## src/rtl/sirq_pkg.sv

```systemverilog
// sirq_pkg: constants and carrier types for the six-source interrupt block
// assumes: apb slave with byte addresses, one clock domain (pclk)
package sirq_pkg;

	// register byte addresses on the apb bus
	localparam logic [7:0] ADDR_TIMER_CTRL = 8'h88; // external and timer flags
	localparam logic [7:0] ADDR_SERIAL     = 8'h98; // serial done flags
	localparam logic [7:0] ADDR_IRQ_ENABLE = 8'hA8; // global and source enables
	localparam logic [7:0] ADDR_IRQ_PRIO   = 8'hB8; // source priority levels
	localparam logic [7:0] ADDR_TMR2_CTRL  = 8'hC8; // timer-2 flags and enable
	localparam logic [7:0] ADDR_EVT_STATUS = 8'hF0; // sticky events, w1c
	localparam logic [7:0] ADDR_EVT_MASK   = 8'hF4; // event mask
	localparam logic [7:0] ADDR_CORE_STATE = 8'hF8; // in-service view, read only

	// timer control register fields
	localparam int TC_EXT0_EDGE = 0;
	localparam int TC_EXT0_FLAG = 1;
	localparam int TC_EXT1_EDGE = 2;
	localparam int TC_EXT1_FLAG = 3;
	localparam int TC_TMR0_OVF  = 5;
	localparam int TC_TMR1_OVF  = 7;

	// serial register fields
	localparam int SER_TX_DONE = 0;
	localparam int SER_RX_DONE = 1;

	// timer-2 control register fields
	localparam int T2_EXT_ENABLE = 3;
	localparam int T2_EXT_FLAG   = 6;
	localparam int T2_OVF        = 7;

	// enable register: global bit, six source bits below
	localparam int IE_GLOBAL = 7;

	// source indices, also the fixed order within a level
	localparam logic [2:0] SRC_EXT0   = 3'h0;
	localparam logic [2:0] SRC_TMR0   = 3'h1;
	localparam logic [2:0] SRC_EXT1   = 3'h2;
	localparam logic [2:0] SRC_TMR1   = 3'h3;
	localparam logic [2:0] SRC_SERIAL = 3'h4;
	localparam logic [2:0] SRC_TMR2   = 3'h5;
	localparam int         NUM_SRC    = 6;

	// vector = base + step * source index
	localparam logic [15:0] VEC_BASE = 16'h0003;
	localparam logic [15:0] VEC_STEP = 16'h0008;

	// reset values
	localparam logic [7:0] RST_BYTE = 8'h00;
	localparam logic [2:0] RST_PINS = 3'h7; // pins idle high

	// answer of the arbiter
	typedef struct packed {
		logic       valid; // something may be vectored
		logic       level; // 1 = high priority
		logic [2:0] id;    // winning source
	} sirq_pick_t;

	// what the core sees
	typedef struct packed {
		logic        req;    // vector request, held until ack
		logic        level;  // priority of the request
		logic [15:0] vector; // vector address
	} sirq_core_t;

	// vector address of a source
	function automatic logic [15:0] sirq_vector(input logic [2:0] id);
		sirq_vector = VEC_BASE + (VEC_STEP * {13'h0000, id});
	endfunction : sirq_vector

endpackage : sirq_pkg

```

## src/rtl/sirq_sync.sv

```systemverilog
// sirq_sync: two-flop synchroniser for asynchronous pins
// assumes: pins idle high; nothing reads the first stage
`timescale 1ns/10ps
module sirq_sync (
	// clock and reset
	input  wire logic       pclk,
	input  wire logic       presetn,
	// pins in, synchronised levels out
	input  wire logic [2:0] pin_async,
	output logic      [2:0] pin_sync
);
	// both stages of the synchroniser
	typedef struct packed {
		logic [2:0] meta; // first stage, read only by the second
		logic [2:0] sync; // second stage, the only output
	} sirq_stage_t;

	sirq_stage_t stage_reg;  // registered stages
	sirq_stage_t stage_next; // next stages

	// shift the pins one stage along
	always_comb begin
		stage_next.meta = pin_async;
		stage_next.sync = stage_reg.meta;
	end

	// two stages, reset to the idle level
	always_ff @(posedge pclk or negedge presetn) begin
		if (!presetn) begin
			stage_reg <= {sirq_pkg::RST_PINS, sirq_pkg::RST_PINS};
		end else begin
			stage_reg <= stage_next;
		end
	end

	// output straight from the second flop
	assign pin_sync = stage_reg.sync;
endmodule : sirq_sync

```

## src/rtl/sirq_arbiter.sv

```systemverilog
// sirq_arbiter: picks the source to vector from pending requests
// assumes: inputs are registered state of the same clock
`timescale 1ns/10ps
module sirq_arbiter (
	// requests and configuration
	input  wire logic [7:0] enable,
	input  wire logic [5:0] prio,
	input  wire logic [5:0] req,
	// routines in service
	input  wire logic       act_hi,
	input  wire logic       act_lo,
	// choice
	output sirq_pkg::sirq_pick_t pick
);
	logic [5:0] pend; // enabled requests
	logic [5:0] hi;   // pending at high level
	logic [5:0] lo;   // pending at low level

	// lowest index wins inside a level
	function automatic logic [2:0] first_set(input logic [5:0] v);
		first_set = 3'h0;
		for (int i = sirq_pkg::NUM_SRC - 1; i >= 0; i--) begin
			if (v[i]) begin
				first_set = 3'(i);
			end
		end
	endfunction : first_set

	// choice across levels and in-service state
	always_comb begin
		pend = enable[sirq_pkg::IE_GLOBAL] ? (req & enable[5:0]) : 6'h00;
		hi   = pend & prio;
		lo   = pend & ~prio;
		pick = '0;
		if ((|hi) && !act_hi) begin
			pick.valid = 1'b1;
			pick.level = 1'b1;
			pick.id    = first_set(hi);
		end else if ((|lo) && !act_hi && !act_lo) begin
			pick.valid = 1'b1;
			pick.level = 1'b0;
			pick.id    = first_set(lo);
		end
	end
endmodule : sirq_arbiter

```

## src/rtl/sirq_ctrl.sv

```systemverilog
// sirq_ctrl: six-source two-level interrupt controller with apb registers
// assumes: peripheral done/overflow strobes are one-cycle pulses on pclk;
// the core pulses core_ack when it vectors and core_reti on return
// level-mode flags are rewritten from the pin every cycle, so software
// writes to them are lost; edge-mode flags hold until cleared
//
// Contract
// - six sources, two levels, fixed order
// - external inputs: level-low or falling edge
// - external requests come from the flags
// - vectoring clears external flag only edge-mode
// - timer 0/1 requests are overflow flags
// - vectoring clears the timer overflow flag
// - serial request is rx or tx flag
// - timer-2 request is overflow or external
// - third external interrupt shares timer-2 slot
// - enabled falling edge sets timer-2 external flag
// - vector addresses 0003H step eight to 002BH
// - interrupt logic runs on during idle
// - external interrupts end power-down mode; here only ext0 and ext1 wake, the timer-2 external pin does not
// - enable register: global bit7, sources 5..0
// - global enable low blocks every interrupt; the event irq line ignores it
// - priority register bits 5..0, 7..6 reserved
`timescale 1ns/10ps
module sirq_ctrl (
	// clock and reset
	input  wire logic        pclk,
	input  wire logic        presetn,
	// apb slave
	input  wire logic        psel,
	input  wire logic        penable,
	input  wire logic        pwrite,
	input  wire logic [7:0]  paddr,
	input  wire logic [31:0] pwdata,
	output logic      [31:0] prdata,
	output logic             pready,
	output logic             pslverr,
	// external pins, asynchronous
	input  wire logic        ext_irq0_pin,
	input  wire logic        ext_irq1_pin,
	input  wire logic        tmr2_external_pin,
	// peripheral strobes, same clock
	input  wire logic        tmr0_overflow,
	input  wire logic        tmr1_overflow,
	input  wire logic        tmr0_split_mode,
	input  wire logic        tmr2_overflow,
	input  wire logic        serial_rx_done,
	input  wire logic        serial_tx_done,
	// processor core
	input  wire logic        core_ack,
	input  wire logic        core_reti,
	input  wire logic        power_down,
	output sirq_pkg::sirq_core_t core_out,
	output logic             wake_up,
	// interrupt line to system
	output logic             irq
);
	// all state of the block
	typedef struct packed {
		logic [7:0]  timer_control_reg;  // external and timer flags
		logic [1:0]  serial_reg;         // rx and tx done
		logic [7:0]  irq_enable_reg;     // enables
		logic [5:0]  irq_priority_reg;   // levels
		logic [7:0]  tmr2_control_reg;   // timer-2 flags and enable
		logic [5:0]  evt_status;         // sticky events
		logic [5:0]  evt_mask;           // event mask
		logic [5:0]  req_prev;           // request lines last cycle
		logic [2:0]  pins_prev;          // synced pins last cycle
		logic        act_hi;             // high routine in service
		logic        act_lo;             // low routine in service
		logic [2:0]  src;                // source of pending request
		sirq_pkg::sirq_core_t core;      // request to core
		logic        wake;               // power-down exit
		logic        irq;                // interrupt line
		logic [31:0] rdata;              // apb read data
		logic        ready;              // apb ready
		logic        err;                // apb error
	} sirq_state_t;

	sirq_state_t          state_reg;  // registered state
	sirq_state_t          state_next; // next state
	logic [2:0]           pins;       // synced ext0, ext1, tmr2 pins
	logic [5:0]           req;        // six request lines
	sirq_pkg::sirq_pick_t pick;       // arbiter choice
	logic                 wr;         // apb write in access phase
	logic [2:0]           fall;       // falling edges of pins

	// pins cross into pclk before anyone looks at them
	sirq_sync u_sync (
		.pclk      (pclk),
		.presetn   (presetn),
		.pin_async ({tmr2_external_pin, ext_irq1_pin, ext_irq0_pin}),
		.pin_sync  (pins)
	);

	// request lines in the fixed source order
	always_comb begin
		req[sirq_pkg::SRC_EXT0] =
			state_reg.timer_control_reg[sirq_pkg::TC_EXT0_FLAG];
		req[sirq_pkg::SRC_TMR0] =
			state_reg.timer_control_reg[sirq_pkg::TC_TMR0_OVF];
		// external 1 flag
		req[sirq_pkg::SRC_EXT1] =
			state_reg.timer_control_reg[sirq_pkg::TC_EXT1_FLAG];
		// timer 1 overflow flag
		req[sirq_pkg::SRC_TMR1] =
			state_reg.timer_control_reg[sirq_pkg::TC_TMR1_OVF];
		req[sirq_pkg::SRC_SERIAL] = |state_reg.serial_reg;
		req[sirq_pkg::SRC_TMR2] =
			state_reg.tmr2_control_reg[sirq_pkg::T2_OVF] |
			state_reg.tmr2_control_reg[sirq_pkg::T2_EXT_FLAG];
	end

	// priority choice; it never looks at power or idle state
	// the arbiter keeps no state of its own
	sirq_arbiter u_arb (
		.enable (state_reg.irq_enable_reg),
		.prio   (state_reg.irq_priority_reg),
		.req    (req),
		.act_hi (state_reg.act_hi),
		.act_lo (state_reg.act_lo),
		.pick   (pick)
	);

	// write lands at the access edge, the one at which pready is high
	assign wr   = psel & penable & pwrite & state_reg.ready;
	// one-cycle falling edge of each synced pin
	assign fall = state_reg.pins_prev & ~pins;

	// next state: software first, hardware clears, hardware sets last
	always_comb begin
		state_next           = state_reg;
		state_next.pins_prev = pins;
		state_next.req_prev  = req;

		// register writes
		if (wr) begin
			case (paddr)
				// flag bits lose to hardware sets below
				sirq_pkg::ADDR_TIMER_CTRL: begin
					state_next.timer_control_reg = pwdata[7:0];
				end
				// only software clears serial flags
				sirq_pkg::ADDR_SERIAL: begin
					state_next.serial_reg = pwdata[1:0];
				end
				sirq_pkg::ADDR_IRQ_ENABLE: begin
					state_next.irq_enable_reg = {pwdata[7], 1'b0, pwdata[5:0]};
				end
				sirq_pkg::ADDR_IRQ_PRIO: begin
					state_next.irq_priority_reg = pwdata[5:0];
				end
				// only software clears timer-2 flags
				sirq_pkg::ADDR_TMR2_CTRL: begin
					state_next.tmr2_control_reg = pwdata[7:0];
				end
				// write one to clear
				sirq_pkg::ADDR_EVT_STATUS: begin
					state_next.evt_status = state_reg.evt_status & ~pwdata[5:0];
				end
				sirq_pkg::ADDR_EVT_MASK: begin
					state_next.evt_mask = pwdata[5:0];
				end
				default: begin
					// read-only or unmapped: nothing stored
				end
			endcase
		end

		// core takes the pending vector
		// an ack with no request standing is ignored
		if (core_ack && state_reg.core.req) begin
			// the level of the taken request goes in service
			if (state_reg.core.level) begin
				state_next.act_hi = 1'b1;
			end else begin
				state_next.act_lo = 1'b1;
			end
			case (state_reg.src)
				sirq_pkg::SRC_EXT0: begin
					if (state_reg.timer_control_reg[sirq_pkg::TC_EXT0_EDGE]) begin
						state_next.timer_control_reg[sirq_pkg::TC_EXT0_FLAG] = 1'b0;
					end
				end
				sirq_pkg::SRC_EXT1: begin
					if (state_reg.timer_control_reg[sirq_pkg::TC_EXT1_EDGE]) begin
						state_next.timer_control_reg[sirq_pkg::TC_EXT1_FLAG] = 1'b0;
					end
				end
				sirq_pkg::SRC_TMR0: begin
					state_next.timer_control_reg[sirq_pkg::TC_TMR0_OVF] = 1'b0;
				end
				sirq_pkg::SRC_TMR1: begin
					state_next.timer_control_reg[sirq_pkg::TC_TMR1_OVF] = 1'b0;
				end
				// serial and timer-2 flags are left for software
				default: begin
				end
			endcase
		end

		// return ends the highest level in service
		if (core_reti) begin
			// a return with nothing in service changes nothing
			if (state_reg.act_hi) begin
				state_next.act_hi = 1'b0;
			end else begin
				state_next.act_lo = 1'b0;
			end
		end

		if (state_reg.timer_control_reg[sirq_pkg::TC_EXT0_EDGE]) begin
			if (fall[0]) begin
				state_next.timer_control_reg[sirq_pkg::TC_EXT0_FLAG] = 1'b1;
			end
		end else begin
			state_next.timer_control_reg[sirq_pkg::TC_EXT0_FLAG] = ~pins[0];
		end
		// external 1, same two modes
		if (state_reg.timer_control_reg[sirq_pkg::TC_EXT1_EDGE]) begin
			if (fall[1]) begin
				state_next.timer_control_reg[sirq_pkg::TC_EXT1_FLAG] = 1'b1;
			end
		end else begin
			state_next.timer_control_reg[sirq_pkg::TC_EXT1_FLAG] = ~pins[1];
		end

		if (tmr0_overflow) begin
			state_next.timer_control_reg[sirq_pkg::TC_TMR0_OVF] = 1'b1;
		end
		// timer 1 cannot flag while timer 0 runs split
		if (tmr1_overflow && !tmr0_split_mode) begin
			state_next.timer_control_reg[sirq_pkg::TC_TMR1_OVF] = 1'b1;
		end
		// serial done flags; vectoring never clears them
		if (serial_rx_done) begin
			state_next.serial_reg[sirq_pkg::SER_RX_DONE] = 1'b1;
		end
		if (serial_tx_done) begin
			state_next.serial_reg[sirq_pkg::SER_TX_DONE] = 1'b1;
		end
		// timer-2 overflow, cleared by software only
		if (tmr2_overflow) begin
			state_next.tmr2_control_reg[sirq_pkg::T2_OVF] = 1'b1;
		end
		if (fall[2] &&
			state_reg.tmr2_control_reg[sirq_pkg::T2_EXT_ENABLE]) begin
			state_next.tmr2_control_reg[sirq_pkg::T2_EXT_FLAG] = 1'b1;
		end

		// new requests set sticky events; set beats a clear
		state_next.evt_status = state_next.evt_status |
			(req & ~state_reg.req_prev);
		// irq from the next state, so the line itself is a flop
		state_next.irq = |(state_next.evt_status & state_next.evt_mask);

		// runs regardless of idle
		// req falls after an ack so one vector is taken once
		state_next.core.req    = pick.valid & ~core_ack;
		state_next.core.level  = pick.level;
		state_next.core.vector = sirq_pkg::sirq_vector(pick.id);
		state_next.src         = pick.id;

		// either external wakes
		// gated like a request: a disabled pin cannot wake
		state_next.wake = power_down &
			state_reg.irq_enable_reg[sirq_pkg::IE_GLOBAL] &
			((req[sirq_pkg::SRC_EXT0] &
			  state_reg.irq_enable_reg[sirq_pkg::SRC_EXT0]) |
			 (req[sirq_pkg::SRC_EXT1] &
			  state_reg.irq_enable_reg[sirq_pkg::SRC_EXT1]));

		// apb: data captured in setup, ready in access
		// zero wait states: ready stands only in the access cycle
		state_next.ready = psel & ~penable;
		state_next.err   = 1'b0;
		state_next.rdata = 32'h0000_0000;
		if (psel && !penable) begin
			case (paddr)
				sirq_pkg::ADDR_TIMER_CTRL: begin
					state_next.rdata[7:0] = state_reg.timer_control_reg;
				end
				sirq_pkg::ADDR_SERIAL: begin
					state_next.rdata[1:0] = state_reg.serial_reg;
				end
				sirq_pkg::ADDR_IRQ_ENABLE: begin
					state_next.rdata[7:0] = state_reg.irq_enable_reg;
				end
				sirq_pkg::ADDR_IRQ_PRIO: begin
					state_next.rdata[5:0] = state_reg.irq_priority_reg;
				end
				sirq_pkg::ADDR_TMR2_CTRL: begin
					state_next.rdata[7:0] = state_reg.tmr2_control_reg;
				end
				sirq_pkg::ADDR_EVT_STATUS: begin
					state_next.rdata[5:0] = state_reg.evt_status;
				end
				sirq_pkg::ADDR_EVT_MASK: begin
					state_next.rdata[5:0] = state_reg.evt_mask;
				end
				// in-service bits and the presented source
				sirq_pkg::ADDR_CORE_STATE: begin
					state_next.rdata[5:0] = {state_reg.act_hi, state_reg.act_lo,
						state_reg.core.req, state_reg.src};
				end
				// unmapped: error, data zero
				default: begin
					state_next.err = 1'b1;
				end
			endcase
		end
	end

	// one register for the whole state
	always_ff @(posedge pclk or negedge presetn) begin
		if (!presetn) begin
			state_reg           <= '0;
			// pins start idle high, so reset makes no false edge
			state_reg.pins_prev <= sirq_pkg::RST_PINS;
		end else begin
			state_reg <= state_next;
		end
	end

	// outputs straight from the state flops
	assign prdata   = state_reg.rdata;
	assign pready   = state_reg.ready;
	assign pslverr  = state_reg.err;
	assign core_out = state_reg.core;
	assign wake_up  = state_reg.wake;
	assign irq      = state_reg.irq;
endmodule : sirq_ctrl

```

## config.mk

```make
export PLATFORM = sky130hd
export DESIGN_NAME = sirq_ctrl
export DESIGN_NICKNAME = d
export VERILOG_FILES = /design/src/rtl/sirq_pkg.sv /design/src/rtl/sirq_sync.sv /design/src/rtl/sirq_arbiter.sv /design/src/rtl/sirq_ctrl.sv
export SDC_FILE = /design/constraint.sdc
export NUM_CORES = 1
export LEC_CHECK = 0
export ABC_AREA = 1
export BUFFER_PORTS_ARGS = -buffer_cell sky130_fd_sc_hd__buf_2
export CORE_UTILIZATION = 45
export CTS_BUF_LIST = sky130_fd_sc_hd__clkbuf_16
export DETAILED_ROUTE_END_ITERATION = 12
export GPL_TIMING_DRIVEN = 0
export PLACE_DENSITY = 0.7
export SLEW_MARGIN = 0
export SYNTH_ARGS = -nofsm -noshare
export SYNTH_HDL_FRONTEND = slang
export SYNTH_SLANG_ARGS = --single-unit
```

## constraint.sdc

```tcl
create_clock -name pclk -period 2.8 [get_ports pclk]
set_input_delay 0.42 -clock pclk [delete_from_list [all_inputs] [get_ports pclk]]
set_output_delay 0.42 -clock pclk [all_outputs]
set_load 0.03 [all_outputs]
```

==> out/metrics.yaml <==
floorplan:
  chipHeight_um: 98.5
  rows: 34
  ioPinCount: 111
  coreArea_sq_um: 8850
  start_util: 0.473
  die_x_um: 98.5
  dieArea_sq_um: 9700
sta:
  setup_viol: 0
  setup-tns-final_ps: 0
  rsz0062_at_grt: "false"
  max_freq_ghz: 0.584
  finalMaxSlewViolations: 0
  hold-worst-slack_ps: -9.07
  min_period_ps: 1710
  hold_violations: 16
  post-route-period-util: 0.612
  skew_ps: 4.53
flow_run:
  drv_cap: 0
synth:
  synth_largest_area_cell: "dfrtp_1"
  synth_warnings: 0
  synth_top_family_by_area: "simple AND/OR/NAND/NOR gates"
  yosysUniqueCellTypes: 38
  synth_seq_cells: 78
  synthCells: 508
  synth.avg_cell_area_sq_um: 8.24
  synth_area_leaders: "dfrtp_1 41%, nand2_1 12%, buf_4 9.5%"
  synth_adder_area_share: 0
  yosys.area_share.xor_xnor: 0
  synthMuxAreaShare: 0.00269
  ys_seq_area_frac: 0.469
  synth_area_sq_um: 4190
  yosys.area_share.simple: 0.285
  synth_compound_area_frac: 0.0887
  yosysTopAreaCellShare: 0.412
route:
  firstDrtPassIters: 7
  antenna_left: 0
  drc: 0
  avgViaCountPerCell: 4.97
  drtIter0Drc: 275
  wl_um: 10300
  num_vias: 3569
  routedWlPerCell_um: 14.3
clock_network:
  cts_made_buffers: 9
  cts_tree: "built"
  post_cts_resized: 0
  cts_hold_buf: 0
  htree_num_levels: 3
  clk_latency_ps: 340
  cts_buffer_depth: 2
  post_cts_buffers: 0
  root_buffer: "clkbuf_16"
  clock-sinks: 78
  clkTransAtPathRegs_ps: 60
final_layout:
  final.fill_count: 806
  fin_util: 0.570
  num-nets-final: 662
  largest_reg_flops: 53
  diodes: 0
  syn_to_final_growth_pct: 20.4
  layout-drive-gt1-share: 0.289
critical_path:
  setup.worst_path.start_class: "register"
  end_kind: "register"
  arrival_ps: 1930
  path_class: "register to register"
  cp_max_fo: 10
  crit_required_ps: 3010
placement:
  gp_congestion: 0.967
  numPortBuffers: 51
  dp_hpwl_um: 7840
power:
  vdd_drop_max_mv: 0.315
  leakage_uw: 0.00272
  power.density_nw_per_um2: 515
global_route:
  grt_usage: 0.224
  grt_start_max_net_pins: 54
  grt_pass1_wl_um: 16600
  first_global_vias: 3331
  gr-total-overflow: 0
  antenna_found_initial: 0
status:
  outcome: "finished with violations"
  violations: "hold timing"
min_path:
  hold_path.class: "primary input to async pin"
-- synthesized netlist by cell type, drive strengths merged --
| library cell | count |
|---|---|
| o211ai | 2 |
| dfrtp | 69 |
| clkinv | 2 |
| a21boi | 1 |
| a31oi | 1 |
| conb | 2 |
| nand2 | 144 |
| o21bai | 1 |
| or2 | 5 |
| mux2 | 1 |
| a21oi | 13 |
| nand4 | 21 |
| o21ai | 41 |
| and2 | 2 |
| dfstp | 9 |
| inv | 49 |
| nor4 | 2 |
| nor3 | 5 |
| nor2 | 48 |
| clkbuf | 1 |
| nand3 | 29 |
| o22ai | 1 |
| buf | 58 |
| a32oi | 1 |
-- layout make-up --
cell class,count,area (sq um),share of cell area
multi-input combinational,354,1710,0.340
clock buffer,9,225,0.0447
sequential,78,1960,0.389
tap,108,135,0.0268
inverter,51,194,0.0385
clock inverter,7,80.1,0.0159
buffer,59,447,0.0886
timing repair buffer,52,285,0.0566
-- power breakdown --
part / leakage (uW) / switching, uW / total, uW / internal (uW)
registers: 0.000961 / 8.03 / 1160 / 1150
clock network: 0.000153 / 448 / 1210 / 766
logic: 0.00160 / 157 / 229 / 71.8
-- critical path, stage by stage, from the launching register on --
cell,delay (ps)
dfrtp_1,340
nand2_1,100
nor2_2,170
buf_4,230
nand3_2,180
buf_6,200
o21ai_0,280
o21bai_1,90
-- layer usage --
metal	up-vias	track usage	share of wire
met5	-	0	0
met4	0	0.0930	0.021
met3	22	0.0319	0.054
met2	132	0.363	0.49
met1	1676	0.304	0.44
li1	1739	-	-
-- stage by stage --
step	total power (uW)	instances	cell area, sq um	setup WS [ps]
global placement	1400	701	4710	768
floorplan	1330	542	4320	1250
global route	2680	718	5040	1010
CTS	2600	718	5040	1100
detailed placement	1400	702	4740	896
finish	2600	718	5040	1090
-- final timing paths --
kind | cells after the start | slack, ps | from | to
max | 7 | 1090 | pready | req[1]
min | 1 | -9 | presetn | pready
max reg2reg | 7 | 1090 | pready | req[1]
min reg2reg | 0 | 350 | u_sync.stage_next[1] | u_sync.pin_sync[1]
max in group asynchronous | 2 | 2180 | presetn | u_sync.stage_next[0]
min in group pclk | 1 | 180 | ext_irq1_pin | u_sync.stage_next[1]
-- cell usage in the layout, fill, tap and decap left out, types with 3 or more instances in the layout --
| cell type | Yosys | routed |
|---|---|---|
| nand2_1 | 139 | 139 |
| dfrtp_1 | 69 | 69 |
| buf_4 | 53 | 54 |
| buf_2 | 2 | 52 |
| inv_1 | 45 | 46 |
| nor2_1 | 37 | 37 |
| conb_1 | 2 | 36 |
| nand3_1 | 27 | 27 |
| nand4_1 | 21 | 21 |
| o21ai_0 | 19 | 19 |
| a21oi_1 | 13 | 13 |
| o21ai_2 | 12 | 12 |
| o21ai_1 | 10 | 10 |
| clkbuf_16 | 0 | 9 |
| dfstp_2 | 9 | 9 |
| nor2_2 | 6 | 6 |
| or2_2 | 5 | 5 |
| nor3_1 | 4 | 4 |
| inv_2 | 4 | 4 |
| nand2_2 | 3 | 3 |
| clkinv_2 | 2 | 3 |
| nor2_4 | 3 | 3 |
| buf_6 | 3 | 3 |
| clkinv_1 | 0 | 3 |
-- cells by family (layout without fill, tap and decap cells) --
| logic type | count (synthesis) | in the layout |
|---|---|---|
| simple gates | 256 | 256 |
| buf+inv | 110 | 178 |
| flops | 78 | 78 |
| compound gates | 61 | 61 |
| other cells | 2 | 36 |
| mux | 1 | 1 |
Note: power is estimated with default switching activity, not from simulation.
